[src/rtl/jumperless_cfg_pkg.sv]
// constants for the jumperless setting and soft reset register block
package jumperless_cfg_pkg;
	localparam logic [4:0] io_base_cycling_addr = 5'h12;
	localparam logic [4:0] jumperless_setting_addr = 5'h13;
	localparam logic [1:0] soft_reset_page = 2'h3; // address bits 4:3 of the reset ports
	localparam logic [7:0] jumperless_setting_reset = 8'h00;
	localparam int irq_sel_lsb = 6;
	localparam int irq_sel_msb = 7;
	localparam int io_sel_lsb = 0;
	localparam int io_sel_msb = 2;
	localparam logic [2:0] io_sel_reset = 3'h0;
	localparam logic [1:0] irq_sel_reset = 2'h0;
	localparam logic [2:0] io_sel_step = 3'h1;
	localparam logic [7:0] io_base_read_value = 8'h00;
	localparam int soft_reset_time_ns = 4;
	localparam int clock_period_ns = 4;
	localparam int soft_reset_cycles = (soft_reset_time_ns + clock_period_ns - 1) / clock_period_ns;
endpackage

[src/rtl/isa_jumperless_config_reset.sv]
// jumperless setting register, io base cycling read and soft reset ports
`timescale 1ns/1ps
module isa_jumperless_config_reset
	import jumperless_cfg_pkg::*;
(
	input wire logic clock,
	input wire logic rst,
	input wire logic ce,
	input wire logic isa_mode,
	input wire logic jumperless_mode,
	input wire logic init_load,
	input wire logic [1:0] init_irq_sel,
	input wire logic [2:0] init_io_sel,
	input wire logic [4:0] addr,
	input wire logic rd,
	input wire logic wr,
	output logic [7:0] rd_data,
	output logic soft_reset,
	output logic [1:0] irq_channel_sel,
	output logic [2:0] io_window_sel
);
	typedef struct packed {
		logic [1:0] irq_sel;
		logic [2:0] io_sel;
		logic [7:0] rdata;
		logic srst;
	} state_t;

	state_t cur_ff;
	state_t nxt_cur;

	// true when the address hits one of the eight reset ports
	function automatic logic is_reset_port(input logic [4:0] a);
		is_reset_port = (a[4:3] == soft_reset_page);
	endfunction

	// the cycling port; reading it is what steps the io window
	function automatic logic is_io_base(input logic [4:0] a);
		is_io_base = (a == io_base_cycling_addr);
	endfunction

	// the read-only setting register
	function automatic logic is_setting(input logic [4:0] a);
		is_setting = (a == jumperless_setting_addr);
	endfunction

	// selections are kept across soft reset; only hard reset clears them
	always_comb
	begin
		nxt_cur = cur_ff;
		nxt_cur.srst = 1'b0;
		nxt_cur.rdata = 8'h00;
		if (init_load)
		begin
			nxt_cur.irq_sel = init_irq_sel;
			nxt_cur.io_sel = init_io_sel;
		end
		else if (rd && jumperless_mode && is_io_base(addr))
		begin
			nxt_cur.io_sel = cur_ff.io_sel + io_sel_step;
			nxt_cur.rdata = io_base_read_value;
		end
		else if (rd && is_setting(addr))
		begin
			nxt_cur.rdata = jumperless_setting_reset;
			nxt_cur.rdata[irq_sel_msb:irq_sel_lsb] = cur_ff.irq_sel;
			nxt_cur.rdata[io_sel_msb:io_sel_lsb] = cur_ff.io_sel;
		end
		// any data value triggers it; setting fields untouched
		if (wr && isa_mode && is_reset_port(addr))
			nxt_cur.srst = 1'b1;
	end

	// synchronous reset; clock enable freezes everything
	always_ff @(posedge clock)
	begin
		if (rst)
		begin
			cur_ff.irq_sel <= irq_sel_reset;
			cur_ff.io_sel <= io_sel_reset;
			cur_ff.rdata <= jumperless_setting_reset;
			cur_ff.srst <= 1'b0;
		end
		else if (ce)
			cur_ff <= nxt_cur;
	end

	// outputs straight from the state flops
	assign rd_data = cur_ff.rdata;
	assign soft_reset = cur_ff.srst;
	assign irq_channel_sel = cur_ff.irq_sel;
	assign io_window_sel = cur_ff.io_sel;

	// checks watch only the registered outputs, one enabled edge after the request
	// the clock enable sits in every request antecedent, not in the cause, keep and reset checks, because a frozen edge takes nothing

	// a reset port write in isa mode pulses soft reset on the next cycle
	a_reset_pulse: assert property (@(posedge clock) disable iff (rst)
		(ce && wr && isa_mode && is_reset_port(addr))
		|=> soft_reset)
		else $error("reset port write gave no soft reset");

	// outside isa mode the reset ports are dead
	a_reset_isa_only: assert property (@(posedge clock) disable iff (rst)
		(ce && wr && !isa_mode)
		|=> !soft_reset)
		else $error("soft reset outside ISA mode");

	// writes below the reset page never reset anything
	a_reset_addr_only: assert property (@(posedge clock) disable iff (rst)
		(ce && wr && !is_reset_port(addr))
		|=> !soft_reset)
		else $error("soft reset from a non reset address");

	// the pulse is one cycle unless another port write follows at once
	a_pulse_single: assert property (@(posedge clock) disable iff (rst)
		(ce && !wr)
		|=> !soft_reset)
		else $error("soft reset pulse too long");

	// a rising pulse must trace back to an accepted port write
	a_pulse_cause: assert property (@(posedge clock) disable iff (rst)
		$rose(soft_reset)
		|-> $past(wr) && $past(isa_mode) && is_reset_port($past(addr)))
		else $error("soft reset without a port write");

	// io window steps by one on each enabled cycling read
	a_io_step: assert property (@(posedge clock) disable iff (rst)
		(ce && !init_load && rd && jumperless_mode && is_io_base(addr))
		|=> io_window_sel == $past(io_window_sel) + 3'h1)
		else $error("io window did not step on read");

	// the three-bit window wraps from the last code back to the first
	a_step_wraps: assert property (@(posedge clock) disable iff (rst)
		(ce && !init_load && rd && jumperless_mode && is_io_base(addr) && io_window_sel == 3'h7)
		|=> io_window_sel == 3'h0)
		else $error("io window did not wrap");

	// cycling reads are refused outside jumperless mode
	a_io_jumper_hold: assert property (@(posedge clock) disable iff (rst)
		(ce && !init_load && !jumperless_mode)
		|=> $stable(io_window_sel))
		else $error("io window stepped outside jumperless mode");

	// nothing but a cycling read or a load moves the io window
	a_io_hold: assert property (@(posedge clock) disable iff (rst)
		(ce && !init_load && !(rd && is_io_base(addr)))
		|=> $stable(io_window_sel))
		else $error("io window moved without a cycling read");

	// the cycling port itself reads back as a constant with no meaning
	a_io_base_data: assert property (@(posedge clock) disable iff (rst)
		(ce && rd && is_io_base(addr))
		|=> rd_data == io_base_read_value)
		else $error("cycling port returned data");

	// a soft reset leaves both selections where they were
	a_keep_sel: assert property (@(posedge clock) disable iff (rst)
		(soft_reset && !$past(init_load) && !$past(rd))
		|-> $stable(irq_channel_sel) && $stable(io_window_sel))
		else $error("soft reset disturbed selections");

	// the setting register is read-only; writes leave it alone
	a_write_ignored: assert property (@(posedge clock) disable iff (rst)
		(ce && !init_load && wr && !rd)
		|=> $stable(irq_channel_sel) && $stable(io_window_sel))
		else $error("write changed the selections");

	// setting read shows interrupt index high, io code low
	a_setting_read: assert property (@(posedge clock) disable iff (rst)
		(ce && !init_load && rd && is_setting(addr))
		|=> rd_data == {$past(irq_channel_sel), 3'h0, $past(io_window_sel)})
		else $error("setting read wrong");

	// unused middle bits always read zero, so software may mask loosely
	a_reserved_zero: assert property (@(posedge clock) disable iff (rst)
		(ce && rd && is_setting(addr))
		|=> rd_data[irq_sel_lsb - 1:io_sel_msb + 1] == 3'h0)
		else $error("reserved setting bits not zero");

	// addresses outside the two registers read as zero
	a_unmapped_zero: assert property (@(posedge clock) disable iff (rst)
		(ce && rd && !is_io_base(addr) && !is_setting(addr))
		|=> rd_data == 8'h00)
		else $error("unmapped read returned data");

	// read data stands one cycle and then drops back to zero
	a_idle_data_zero: assert property (@(posedge clock) disable iff (rst)
		(ce && !rd)
		|=> rd_data == 8'h00)
		else $error("read data outlived its cycle");

	// power-up interrupt selection is captured on load
	a_init_load: assert property (@(posedge clock) disable iff (rst)
		(ce && init_load)
		|=> irq_channel_sel == $past(init_irq_sel))
		else $error("power-up selection not captured");

	// power-up io window selection is captured on load
	a_init_load_io: assert property (@(posedge clock) disable iff (rst)
		(ce && init_load)
		|=> io_window_sel == $past(init_io_sel))
		else $error("power-up io window not captured");

	// only a load moves the interrupt selection
	a_irq_hold: assert property (@(posedge clock) disable iff (rst)
		(ce && !init_load)
		|=> $stable(irq_channel_sel))
		else $error("interrupt selection moved");

	// hard reset clears every output, whatever the clock enable did
	a_after_reset: assert property (@(posedge clock) disable iff (rst)
		$past(rst)
		|-> rd_data == jumperless_setting_reset && !soft_reset
			&& irq_channel_sel == irq_sel_reset && io_window_sel == io_sel_reset)
		else $error("hard reset left state behind");

	// a low clock enable freezes every flop
	a_freeze_state: assert property (@(posedge clock) disable iff (rst) // clock enable
		!ce
		|=> $stable(rd_data) && $stable(soft_reset)
			&& $stable(irq_channel_sel) && $stable(io_window_sel))
		else $error("state moved while clock enable low");
endmodule

[config.mk]
export PLATFORM = sky130hd
export DESIGN_NAME = isa_jumperless_config_reset
export DESIGN_NICKNAME = d
export VERILOG_FILES = /design/src/rtl/jumperless_cfg_pkg.sv /design/src/rtl/isa_jumperless_config_reset.sv
export SDC_FILE = /design/constraint.sdc
export NUM_CORES = 1
export LEC_CHECK = 0
export BUFFER_PORTS_ARGS = -buffer_cell sky130_fd_sc_hd__buf_2
export CORE_UTILIZATION = 40
export CTS_CLUSTER_SIZE = 12
export DETAILED_ROUTE_END_ITERATION = 8
export MAX_ROUTING_LAYER = met4
export PLACE_DENSITY = 0.77
export SKIP_CTS_REPAIR_TIMING = 1
export SYNTH_ARGS = -nofsm -noshare
export SYNTH_HDL_FRONTEND = slang
export SYNTH_SLANG_ARGS = --single-unit
[constraint.sdc]
create_clock -name clock -period 3 [get_ports clock]
set_clock_uncertainty 0.05 [all_clocks]
set_input_delay 0.3 -clock clock [delete_from_list [all_inputs] [get_ports clock]]
set_output_delay 0.3 -clock clock [all_outputs]
set_load 0.05 [all_outputs]
# Word level (Yosys, flattened, before mapping)
# Index checks and enable logic that the tools add are counted.
op_classes:
  n_addsub: 1
  mul: 0
  div_mod_pow: 0
  n_lt_le_gt_ge: 0
  eq_ne: 3
  n_shift: 0
  mux: 6
  bitwise_logic: 0
  n_reduce_logical: 8
ops:
  columns: ["operator", "n"]
  rows:
  - ["$mux W8", 3]
  - ["$eq A5 B5 Y1 const B", 2]
  - ["$mux W3", 2]
  - ["$logic_and A1 B1 Y1", 5]
  - ["$reduce_and A2 Y1", 2]
  - ["$add A3 B1 Y3 const B", 1]
  - ["$eq A2 B2 Y1 const B", 1]
  - ["$reduce_bool A2 Y1", 1]
  - ["$mux W1", 1]
totals:
  ff_bits: 14
  latch_bits: 0
  ram_bits: 0
  rom_bits: 0
  input_bits: 18
  output_inout_bits: 14
  elab_cells: 22
  mem_count: 0

# Logic depth before layout (Yosys ltp)
# Gate-level depths: netlist of the first run.
logic_depth:
  depth_word: 5
  depth_mapped: 5
  depth_no_buf: 4

# Least setup slack after synthesis of the first run
# OpenSTA, ideal clock, no wires.
synth_path:
  kind: "register to register"
  start: "reg cur_ff, in the netlist io_window_sel[0]"
  end: "reg cur_ff, in the netlist io_window_sel[1]"
  setup_ns: 0.121
  arrival_ns: 1.400
  required_ns: 2.829
  path_slack_ns: 1.430
  stages_incl_launch_ff: 5
  path_buffers: 0
  period_less_slack_ns: 1.570
  path_cell_list: "dfxtp_1 -> ha_1 -> mux2i_1 -> nor2_1 -> mux2_2"
synth_between:
  elab_chain_cells: 3
synth_lines:
  columns: ["item", "line_no", "text"]
  rows:
  - ["start, declared", "isa_jumperless_config_reset.sv:29", "state_t cur_ff;"]
  - ["start signal, assigned", "isa_jumperless_config_reset.sv:85", "cur_ff <= nxt_cur;"]
  - ["$add A3 B1 Y3", "isa_jumperless_config_reset.sv:60", "nxt_cur.io_sel = cur_ff.io_sel + io_sel_step;"]
  - ["$mux W3", "isa_jumperless_config_reset.sv:58", "else if (rd && jumperless_mode && is_io_base(addr))"]
  - ["$mux W3", "isa_jumperless_config_reset.sv:53", "if (init_load)"]
# No other way between the ends. The select of a mux whose other input is x is not followed.
# A chain may end at the register's enable or synchronous reset.

# Final worst setup path of the first run
layout_path:
  start: "in addr[2]"
  end: "reg cur_ff, in the netlist io_window_sel[2]"
layout_between:
  elab_chain_cells: 4
layout_lines:
  columns: ["item", "line_no", "text"]
  rows:
  - ["start, declared", "isa_jumperless_config_reset.sv:14", "input wire logic [4:0] addr,"]
  - ["$eq A5 B5 Y1", "isa_jumperless_config_reset.sv:39", "is_io_base = (a == io_base_cycling_addr);"]
  - ["$logic_and A1 B1 Y1", "isa_jumperless_config_reset.sv:58", null]
  - ["$reduce_bool A2 Y1 (no line)", null, null]
  - ["$reduce_and A2 Y1 (no line)", null, null]
# No other way between the ends.

==> impl_results.rst, run 1 <==
.. list-table::
   :header-rows: 1

   * - Metric
     - Value
   * - Number of antenna violations at the first check in global routing
     - 0
   * - Clock root buffer
     - clkbuf_4
   * - Non-Filler Instances
     - 108
   * - Port bufs
     - 28
   * - Final Max Tran Viols
     - 0
   * - Post-synthesis sequential element count
     - 11
   * - Final-stage net count
     - 113
   * - Final Setup Violations
     - 0
   * - Setup repair after global routing missed its margin
     - false
   * - Detailed-route wire length per cell
     - 10.9 um
   * - Clock insertion delay at the later pin of the skew report
     - 0.27 ns
   * - Synth warnings
     - 0
   * - Number of vias per cell after detailed routing
     - 4.94
   * - H-tree depth
     - 1
   * - Synth top area cells
     - dfxtp_1 40%, a22oi_1 6.7%, nor2_1 6.1%
   * - Initial core utilization
     - 0.428
   * - Post-placement worst setup slack
     - 1.25 ns
   * - Crit path buffers/inverters
     - 1
   * - Worst-case headroom to the max-slew limit
     - 0.595
   * - Die width
     - 39.3 um
   * - Mean instance size in the synthesized netlist
     - 8.57 um2
   * - Largest fanout of any net on the critical path
     - 4
   * - Most common cell after layout, fill and taps aside
     - buf_2
   * - Synth cell types
     - 27
   * - Number of rows in the core area
     - 13
   * - Max-capacitance violation count
     - 0
   * - Area enclosed by the die boundary
     - 1550 um2
   * - Kind of path behind the tightest hold check
     - in2reg
   * - Main synth FF type
     - dfxtp_1
   * - DRT antenna net count
     - 0
   * - Number of hold violations in the final report
     - 0
   * - Relative contribution of combinational cells to total power
     - 0.191
   * - Core Region
     - 1300 um2
   * - Fraction of final layout cells sized beyond drive strength 1
     - 0.376
   * - Register share of total power
     - 0.489
   * - Min Clock Period, post-route
     - 1.48 ns
   * - Crit-path max cell delay
     - 0.41 ns
   * - Family with the most delay on the worst path
     - simple AND/OR/NAND/NOR gates
   * - Buffer depth of the longest clock path
     - 2
   * - Switching power of the nets
     - 94.0 uW
   * - Area of the mapped netlist
     - 557 um2
   * - Share of Yosys cell area claimed by the top area cell type
     - 0.396
   * - GPL Wtd Cong
     - 0.730
   * - Slowest library cell on the worst path
     - or3b_4
   * - Final Power
     - 314 uW
   * - # placed instances
     - 104
   * - Share of flip-flops with an asynchronous set or reset
     - 0
   * - Number of stages on the worst hold path
     - 3
   * - Ordered list of cells on the worst path
     - buf_2 -> or3b_4 -> nor4_4 -> a211oi_1 -> a311o_1
   * - Length in cells of the worst reg-to-reg path
     - 4
   * - Type of the worst setup path
     - in2reg
   * - Kind of launch point of the worst setup path
     - input pin
   * - Die height
     - 39.3 um
   * - IO Count
     - 32
   * - CTS tree
     - built
   * - Worst slew pin tran
     - 0.603 ns
   * - Filler cell count in the final layout
     - 131
   * - GRT Util Overall
     - 0.192
   * - Largest net degree at the start of global routing
     - 14
   * - Proportion of power drawn by the clock network
     - 0.321
   * - CP Data Required Time
     - 3.11 ns
   * - Number of global-route vias before repair
     - 432
   * - Layout-stage area growth over the synthesis result
     - 27.0%
   * - Num Clock Sinks
     - 11
   * - Data arrival at the endpoint of the critical path
     - 1.58 ns
   * - Maximum achievable frequency
     - 678 MHz
   * - End-of-flow core utilization
     - 0.543
   * - Critical Path Stages
     - 5
   * - Status
     - finished, final reports clean
   * - Post-route worst setup slack
     - 1.52 ns
   * - PD cells
     - 445 nW/um2
   * - Maximum vdd ir drop
     - 0.000231 V
   * - Count of flip-flops with a built-in enable after synthesis
     - 0
   * - Total half-perimeter wirelength after legalization and detailed placement
     - 948 um
   * - DRC marker count from the first detailed-route iteration
     - 20
   * - Part of the cycle the worst path needs
     - 0.492
   * - Category of the worst setup path capture point
     - flop
   * - Number of vias after detailed routing
     - 534
   * - Synth area leader
     - dfxtp_1
   * - Internal power contribution
     - 220 uW
   * - Total clock buffers created by CTS
     - 3
   * - Gate count of the mapped netlist
     - 65
   * - Accumulated negative setup slack
     - 0 ns
   * - Lkg Pwr
     - 0.000342 uW
   * - Clock edge transition at the registers on the reported setup and hold paths
     - 0.07 ns
   * - GRT Residual Overflow
     - 0
   * - Sw Ratio
     - 0.299
   * - Wire length of the first global-routing pass
     - 1850 um
   * - Total length of routed wires
     - 1180 um
   * - Sequential area share after synthesis
     - 0.396
   * - First-pass detailed-route iteration total
     - 4
   * - Final routed DRC violation total
     - 0
   * - Antenna cell count
     - 0
   * - Highest-count cells in the layout ignoring fill and taps
     - 28 x buf_2, 11 x dfxtp_1, 9 x nor2_1
==> final cells by class <==
type	instances	area (um2)	area share
multi-input combinational	47	290	0.411
timing repair buffer	28	140	0.198
sequential	11	220	0.312
clock buffer	4	26.3	0.0372
inverter	3	11.3	0.0159
tap	15	18.8	0.0265
==> cells in the mapped netlist (2+ instances only) <==
cell type  number
buf_4           3
nor3_1          2
inv_1           3
dfxtp_1        11
nor2_1          9
mux2i_1         2
nand3_1         3
a22oi_1         5
a21oi_1         5
nand2_1         5
==> power by group through the flow <==
stage | Combinational (uW) | Sequential (uW) | Clock [uW]
floorplan | 32.3 | 170 | 0
global placement | 58.9 | 157 | 0
finish | 59.9 | 154 | 101
global route | 65.2 | 154 | 114
CTS | 60.3 | 154 | 104
detailed placement | 60.1 | 157 | 0
==> cells by family after synthesis <==
family / synth area share
AO/OA/AOI/OAI: 0.164
adder cells (fa/ha/maj): 0.0225
buffers and inverters: 0.0966
flip-flops: 0.396
multiplexers: 0.0562
other: 0.00674
AND/OR/NAND/NOR: 0.258
==> registers in the layout (all words and copies together) (netlist names) <==
register / flops
irq_channel_sel: 2
rd_data: 5
soft_reset: 1
io_window_sel: 3
==> tightest hold or removal path: stages <==
cell and delay (ns):
buf_2 0.10, nand3_1 0.06, a21oi_1 0.06
==> metal layers <==
| metal | global-route usage | up-vias | part of all wire |
|---|---|---|---|
| met3 | 0.0341 | 4 | 0.051 |
| met1 | 0.239 | 237 | 0.44 |
| li1 | - | 277 | - |
| met4 | 0.155 | 0 | 0.031 |
| met2 | 0.271 | 16 | 0.48 |
| met5 | - | - | 0 |
==> worst paths after layout <==
check,startpoint,endpoint,slack (ns)
worst max-delay path,addr[2],io_window_sel[2],1.52
worst min register to register,irq_channel_sel[0],irq_channel_sel[0],0.43
worst min-delay path,init_irq_sel[1],irq_channel_sel[1],0.25
worst max register to register,io_window_sel[0],io_window_sel[1],1.75
==> through the flow <==
step / cell area, um2 / hold slack (ns)
3_5_place_dp: 681 / 0.415
2_1_floorplan: 564 / 0.398
6_report: 707 / 0.247
4_1_cts: 707 / 0.240
3_3_place_gp: 681 / 0.412
5_1_grt: 707 / 0.256
Note: power is estimated with default switching activity, not from simulation.
==> inputs of run 2 (changes only) <==
- ABC_AREA: not set -> 1
- clock period: 3 -> 1.4 ns (I/O delays scaled with it)
==> run 2 against run 1 <==
Effect of this change: global-route usage is 0.18 points higher; synthesized cell count increased by 31%; non-clock buffer count stayed put; sequential share of layout area down 1.2 points; combinational power rose to 2.9 times the previous value; setup slack got worse by 1.3 ns; first-iteration DRC count down 85%; count of clock-buffer cells in the layout stayed put; cell count rose by 20%; critical path depth is 1 higher; synthesized area is 2.5% higher; sequential power increased by 120%; critical path type is now reg2reg.
==> impl_results.rst, run 2 <==
.. list-table::
   :header-rows: 1

   * - Metric
     - Value
   * - Clock edge transition at the registers on the reported setup and hold paths
     - 0.07 ns (about the same)
   * - Synth top area cells
     - dfxtp_1 39%, nand2_1 14%, nor2_1 7.9%
   * - Part of the cycle the worst path needs
     - 0.832
   * - Accumulated negative setup slack
     - 0 ns (unchanged)
   * - Capture point of the worst reg-to-reg path
     - io_window_sel[2]
   * - Number of vias after detailed routing
     - 598 (+12%)
   * - Slowest library cell on the worst path
     - dfxtp_1
   * - Wire length of the first global-routing pass
     - 1930 um (+4.5%)
   * - Core Region
     - 1320 um2 (+1.2%)
   * - CTS tree
     - built
   * - Final Power
     - 730 uW (+130%)
   * - Die width
     - 39.8 um (+1.2%)
   * - Largest fanout of any net on the critical path
     - 5 (+1)
   * - Maximum vdd ir drop
     - 0.000470 V (+100%)
   * - PD cells
     - 992 nW/um2 (+120%)
   * - Share of flip-flops with an asynchronous set or reset
     - 0 (unchanged)
   * - Synth cell types
     - 16 (-41%)
   * - Status
     - finished, final reports clean
   * - Main synth FF type
     - dfxtp_1
   * - Fin Hold WS
     - 0.00828 ns (-0.238 ns)
   * - Setup slack of the worst register-to-register path
     - 0.24 ns (-1.51 ns)
   * - Synth area leader
     - dfxtp_1
   * - Type of the worst setup path
     - reg2reg
   * - Buffer depth of the longest clock path
     - 2 (unchanged)
   * - Mean instance size in the synthesized netlist
     - 6.71 um2 (-22%)
   * - Clock root buffer
     - clkbuf_4
   * - Count of flip-flops with a built-in enable after synthesis
     - 0 (unchanged)
   * - Category of the worst setup path capture point
     - flop
   * - Leading cell type by number of instances after synthesis
     - nand2_1
   * - DRT antenna net count
     - 0 (unchanged)
   * - Post-route worst setup slack
     - 0.236 ns (-1.29 ns)
   * - Num Clock Sinks
     - 11 (unchanged)
   * - Fraction of final layout cells sized beyond drive strength 1
     - 0.322 (-0.0546)
   * - First-pass detailed-route iteration total
     - 3 (-1)
   * - Area enclosed by the die boundary
     - 1580 um2 (+2.3%)
   * - Crit-path max cell delay
     - 0.35 ns (-0.06 ns)
   * - Synth warnings
     - 0 (unchanged)
   * - GRT Util Overall
     - 0.194 (+0.00177)
   * - Flip-flop count of the largest register after layout
     - 5 (unchanged)
   * - Final-stage net count
     - 135 (+19%)
   * - Most common cell after layout, fill and taps aside
     - buf_2
   * - Setup repair after global routing missed its margin
     - false
   * - Port bufs
     - 28 (unchanged)
   * - Post-placement worst setup slack
     - 0.250 ns (-0.996 ns)
   * - Lkg Pwr
     - 0.000409 uW (+20%)
   * - Layout-stage area growth over the synthesis result
     - 28.9%
   * - Number of global-route vias before repair
     - 502 (+16%)
   * - Sequential area share after synthesis
     - 0.386 (-0.00954)
   * - Finished Cell Area
     - 736 um2 (+4.1%)
   * - GRT Residual Overflow
     - 0 (unchanged)
   * - Length in cells of the worst reg-to-reg path
     - 6 (+2)
   * - Min Clock Period, post-route
     - 1.16 ns
   * - Share of Yosys cell area claimed by the top area cell type
     - 0.386 (-0.00954)
   * - Post-synthesis sequential element count
     - 11 (unchanged)
   * - H-tree depth
     - 1 (unchanged)
   * - Number of hold violations in the final report
     - 0 (unchanged)
   * - Kind of path behind the tightest hold check
     - in2reg
   * - Maximum achievable frequency
     - 859 MHz
   * - Initial core utilization
     - 0.433 (+0.00516)
   * - Clock insertion delay at the later pin of the skew report
     - 0.27 ns (about the same)
   * - Final Setup Violations
     - 0 (unchanged)
   * - Number of vias per cell after detailed routing
     - 4.60 (-7.0%)
   * - Kind of launch point of the worst setup path
     - flop
   * - Gate count of the mapped netlist
     - 85 (+31%)
   * - Final Max Tran Viols
     - 0 (unchanged)
   * - Total clock buffers created by CTS
     - 3 (unchanged)
   * - Die height
     - 39.8 um (+1.2%)
   * - Detailed-route wire length per cell
     - 9.45 um (-14%)
   * - DRC marker count from the first detailed-route iteration
     - 3 (-85%)
   * - Highest-count cells in the layout ignoring fill and taps
     - 28 x buf_2, 21 x nand2_1, 12 x nor2_1
   * - GPL Wtd Cong
     - 0.706 (-3.3%)
   * - Most frequent cells after synthesis
     - 21 x nand2_1, 12 x nor2_1, 11 x dfxtp_1
   * - Worst setup startpoint
     - io_window_sel[0]
   * - Number of antenna violations at the first check in global routing
     - 0 (unchanged)
   * - CP Data Required Time
     - 1.52 ns (-1.59 ns)
   * - Ordered list of cells on the worst path
     - ha_1 -> or2_0 -> nand3_1 -> nand2_1 -> nor2_1 -> nor2_1
   * - Total length of routed wires
     - 1230 um (+4.0%)
   * - Data arrival at the endpoint of the critical path
     - 1.29 ns (-0.29 ns)
   * - Area of the mapped netlist
     - 571 um2 (+2.5%)
   * - Total half-perimeter wirelength after legalization and detailed placement
     - 946 um (-0.24%)
   * - Most common cell type on the critical path
     - nor2_1
   * - Antenna cell count
     - 0 (unchanged)
   * - Placed Area
     - 709 um2 (+4.2%)
   * - Max-capacitance violation count
     - 0 (unchanged)
   * - Worst flop-to-flop path startpoint
     - io_window_sel[0]
   * - Worst setup path endpoint
     - io_window_sel[2]
   * - Number of rows in the core area
     - 13 (unchanged)
   * - IO Count
     - 32 (unchanged)
   * - Final routed DRC violation total
     - 0 (unchanged)
   * - Largest net degree at the start of global routing
     - 13 (-1)
run 2: cell types whose count changed in the layout (fill, tap and decap cells not counted), moves of 3 or more:
cell | previous run | this run
a22oi_1 | 5 | 0
o21ai_0 | 1 | 6
nand2_2 | 0 | 3
nor2_1 | 9 | 12
nand4_1 | 1 | 4
inv_1 | 3 | 9
nand2_1 | 5 | 21
run 2: where the power goes:
part	leakage (uW)	internal [uW]	switching (uW)	total, uW
combinational	0.000304	47.8	124	172
sequential	0.0000901	327	11.4	338
clock	0.0000150	110	109	220
total	0.000409	485	245	730
run 2: metal layers:
layer,up-vias,part of all wire,track usage
met5,-,0,-
met2,23,0.45,0.295
met4,0,0.024,0.129
met1,246,0.47,0.232
li1,325,-,-
met3,4,0.059,0.0341
run 2: final cells by class:
cell class              count  area (um2)
flip-flops and latches     11         220
repair buffers             28         140
inverters                  11        41.3
multi-input cells          61         289
fillers                   142         582
clock buffers               4        26.3
well taps                  15        18.8
run 2: worst min path at each step:
stage               start         end  slack, ns  cells past startpoint
floorplan             rst  rd_data[0]       0.16                      1
global placement      rst  rd_data[0]       0.29                      2
detailed placement    rst  rd_data[0]       0.30                      2
CTS                   rst  rd_data[0]      0.008                      2
global route          rst  rd_data[1]     0.0007                      2
finish                rst  rd_data[0]      0.008                      2
run 2: per-stage QoR:
stage / utilization / instances
final: 0.558 / 130
after floorplan: - / 87
after CTS: 0.558 / 130
after detailed placement: 0.538 / 126
after global placement: 0.538 / 126
after global routing: 0.558 / 130
run 2: worst max-delay path: cells and delay by family, from the launching register on:
family,cells,cell delay [ns]
AND/OR/NAND/NOR,5,0.46
flip-flops,1,0.35
adder cells (fa/ha/maj),1,0.21
run 2: cells by family after synthesis:
group / Yosys count / synth area share
and+or+nand+nor: 45 / 0.360
buffers and inverters: 15 / 0.121
AOI/OAI and AO/OA: 12 / 0.105
DFF: 11 / 0.386
adders and majority gates: 1 / 0.0219
other: 1 / 0.00657
==> inputs of run 3 (changes only) <==
- CORE_UTILIZATION: 40 -> 37
- PLACE_DENSITY: 0.77 -> 0.75
- clock period: 1.4 -> 1 ns (I/O delays scaled with it)
==> run 3 against run 2 <==
Effect of this change: sequential power is 41% higher; the flow now finishes with violations (negative setup slack); setup slack lost 0.33 ns; non-clock buffer count up 3; clock power rose by 37%; critical endpoint unchanged; via count rose by 3.3%; highest routed layer is now met3; sequential cell count did not move; fmax increased by 6.5%; global-route usage is 0.52 points lower; register-to-register slack worse by 0.33 ns; cell count rose by 2.3%; largest power group unchanged; core utilization up 4.8 points.
==> impl_results.rst, run 3 (synthesis results as in run 2) <==
.. list-table::
   :header-rows: 1

   * - Metric
     - Value
   * - Clock insertion delay at the later pin of the skew report
     - 0.27 ns (about the same)
   * - DRT antenna net count
     - 0 (unchanged)
   * - Worst setup startpoint
     - io_window_sel[1]
   * - Max-capacitance violation count
     - 0 (unchanged)
   * - PD cells
     - 1270 nW/um2 (+28%)
   * - Worst setup path endpoint
     - io_window_sel[2]
   * - H-tree depth
     - 1 (unchanged)
   * - Total half-perimeter wirelength after legalization and detailed placement
     - 1040 um (+9.5%)
   * - Area enclosed by the die boundary
     - 1700 um2 (+7.7%)
   * - Length in cells of the worst reg-to-reg path
     - 6 (unchanged)
   * - Multi-input combinational cell area
     - 302 um2 (+4.3%)
   * - Most common cell type on the critical path
     - nor2_1
   * - Port bufs
     - 28 (unchanged)
   * - Setup slack of the worst register-to-register path
     - -0.09 ns (-0.33 ns)
   * - Ordered list of cells on the worst path
     - ha_4 -> or2_0 -> nand3_1 -> nand2_1 -> nor2_1 -> nor2_1
   * - Combined flip-flop and latch cell area
     - 229 um2 (+4.0%)
   * - Fraction of final layout cells sized beyond drive strength 1
     - 0.364 (+0.0427)
   * - Setup repair after global routing missed its margin
     - true
   * - Final Max Tran Viols
     - 0 (unchanged)
   * - Num Clock Sinks
     - 11 (unchanged)
   * - CTS tree
     - built
   * - GR Util met2
     - 0.340 (+0.0448)
   * - Capture point of the worst reg-to-reg path
     - io_window_sel[2]
   * - Slowest library cell on the worst path
     - dfxtp_4
   * - Top Usage Layer GRT
     - met2
   * - Antenna cell count
     - 0 (unchanged)
   * - Status
     - complete, but fails checks
   * - Kind of path behind the tightest hold check
     - in2reg
   * - Kind of launch point of the worst setup path
     - flop
   * - GRT Util Overall
     - 0.189 (-0.00515)
   * - Flip-flop count of the largest register after layout
     - 5 (unchanged)
   * - Number of vias after detailed routing
     - 618 (+3.3%)
   * - Number of hold violations in the final report
     - 0 (unchanged)
   * - Non-Filler Instances
     - 133 (+2.3%)
   * - Maximum achievable frequency
     - 914 MHz (+6.5%)
   * - Clock root buffer
     - clkbuf_4
   * - Final-stage net count
     - 138 (+2.2%)
   * - Final Power
     - 1050 uW (+44%)
   * - Largest net degree at the start of global routing
     - 13 (unchanged)
   * - Worst flop-to-flop path startpoint
     - io_window_sel[1]
   * - Post-route worst setup slack
     - -0.0937 ns (-0.329 ns)
   * - Category of the worst setup path capture point
     - flop
   * - Final routed DRC violation total
     - 0 (unchanged)
   * - Min Clock Period, post-route
     - 1.09 ns (-0.0707 ns)
   * - Filler cell count in the final layout
     - 137 (-3.5%)
   * - Part of the cycle the worst path needs
     - 1.09 (+0.262)
   * - Detailed-route wire length per cell
     - 9.62 um (+1.8%)
   * - DRC marker count from the first detailed-route iteration
     - 4 (+1)
   * - Met3 track demand over resource
     - 0.0815 (+0.0474)
   * - Die width
     - 41.3 um (+3.8%)
   * - Core Region
     - 1370 um2 (+3.7%)
   * - Die height
     - 41.3 um (+3.8%)
   * - Number of global-route vias before repair
     - 502 (unchanged)
   * - CP Data Required Time
     - 1.11 ns (-0.41 ns)
   * - Clock edge transition at the registers on the reported setup and hold paths
     - 0.07 ns (about the same)
   * - Number of vias per cell after detailed routing
     - 4.65 (+1.0%)
   * - Lkg Pwr
     - 0.000427 uW (+4.3%)
   * - Met1 track demand over resource
     - 0.194 (-0.0383)
   * - GPL Wtd Cong
     - 0.761 (+7.9%)
   * - First-pass detailed-route iteration total
     - 4 (+1)
   * - Initial core utilization
     - 0.418 (-0.0155)
   * - GRT Residual Overflow
     - 0 (unchanged)
   * - Final Setup Violations
     - 4 (+4)
   * - Buffer depth of the longest clock path
     - 2 (unchanged)
   * - Number of rows in the core area
     - 13 (unchanged)
   * - Number of antenna violations at the first check in global routing
     - 0 (unchanged)
   * - Most common cell after layout, fill and taps aside
     - nand2_1
   * - Wire length of the first global-routing pass
     - 1990 um (+3.2%)
   * - Largest fanout of any net on the critical path
     - 2 (-3)
   * - Total clock buffers created by CTS
     - 3 (unchanged)
   * - Failing checks
     - negative setup slack
   * - Data arrival at the endpoint of the critical path
     - 1.21 ns (-0.08 ns)
   * - Post-placement worst setup slack
     - -0.101 ns (-0.352 ns)
   * - Type of the worst setup path
     - reg2reg
   * - Layout-stage area growth over the synthesis result
     - 45.2%
   * - IO Count
     - 32 (unchanged)
   * - Crit-path max cell delay
     - 0.35 ns (about the same)
   * - Highest-count cells in the layout ignoring fill and taps
     - 21 x nand2_1, 17 x buf_2, 12 x nor2_1
   * - Maximum vdd ir drop
     - 0.000884 V (+88%)
   * - # placed instances
     - 128 (+1.6%)
   * - Total length of routed wires
     - 1280 um (+4.1%)
## run 3: worst min path at each step
stage | from | slack [ns] | cells past startpoint | end
6_report | init_irq_sel[1] | 0.03 | 3 | irq_channel_sel[1]
5_1_grt | init_irq_sel[1] | 0.07 | 3 | irq_channel_sel[1]
4_1_cts | rst | -0.02 | 2 | rd_data[2]
3_5_place_dp | rst | 0.26 | 2 | rd_data[2]
3_3_place_gp | rst | 0.25 | 2 | rd_data[1]
2_1_floorplan | rst | 0.12 | 1 | rd_data[0]
## run 3: power by group
part	internal, uW	switching (uW)
Combinational	96.8	181
Sequential	457	17.5
Clock	154	147
## run 3: metrics by stage
| step | hold slack (ns) | instance area (um2) | utilization | TNS, ns |
|---|---|---|---|---|
| 5_1_grt | 0.0720 | 828 | 0.606 | -0.352 |
| 4_1_cts | -0.0182 | 772 | 0.565 | -0.600 |
| 3_3_place_gp | 0.254 | 746 | 0.546 | -0.0471 |
| 6_report | 0.0341 | 828 | 0.606 | -0.218 |
| 3_5_place_dp | 0.262 | 746 | 0.546 | -0.101 |
| 2_1_floorplan | 0.119 | 599 | - | -0.176 |
## run 3: final cells by class
cell class                      count  share of cell area
Clock buffer                        4              0.0317
Multi-Input combinational cell     61               0.364
Inverter                           11              0.0498
Sequential cell                    11               0.276
Tap cell                           15              0.0227
Timing Repair Buffer               31               0.255
## run 3: metal layers
layer | up-vias | part of all wire | wire, um
met4 | 0 | 0 | 0
met5 | - | 0 | 0
met3 | 0 | 0.052 | 66
met2 | 17 | 0.52 | 666
li1 | 326 | - | -
met1 | 275 | 0.43 | 546
## run 3: worst max-delay path: cells and delay by family (launching register included)
kind          cells  cell delay [ns]
fa+ha+maj         1             0.15
flops             1             0.35
simple gates      5             0.45
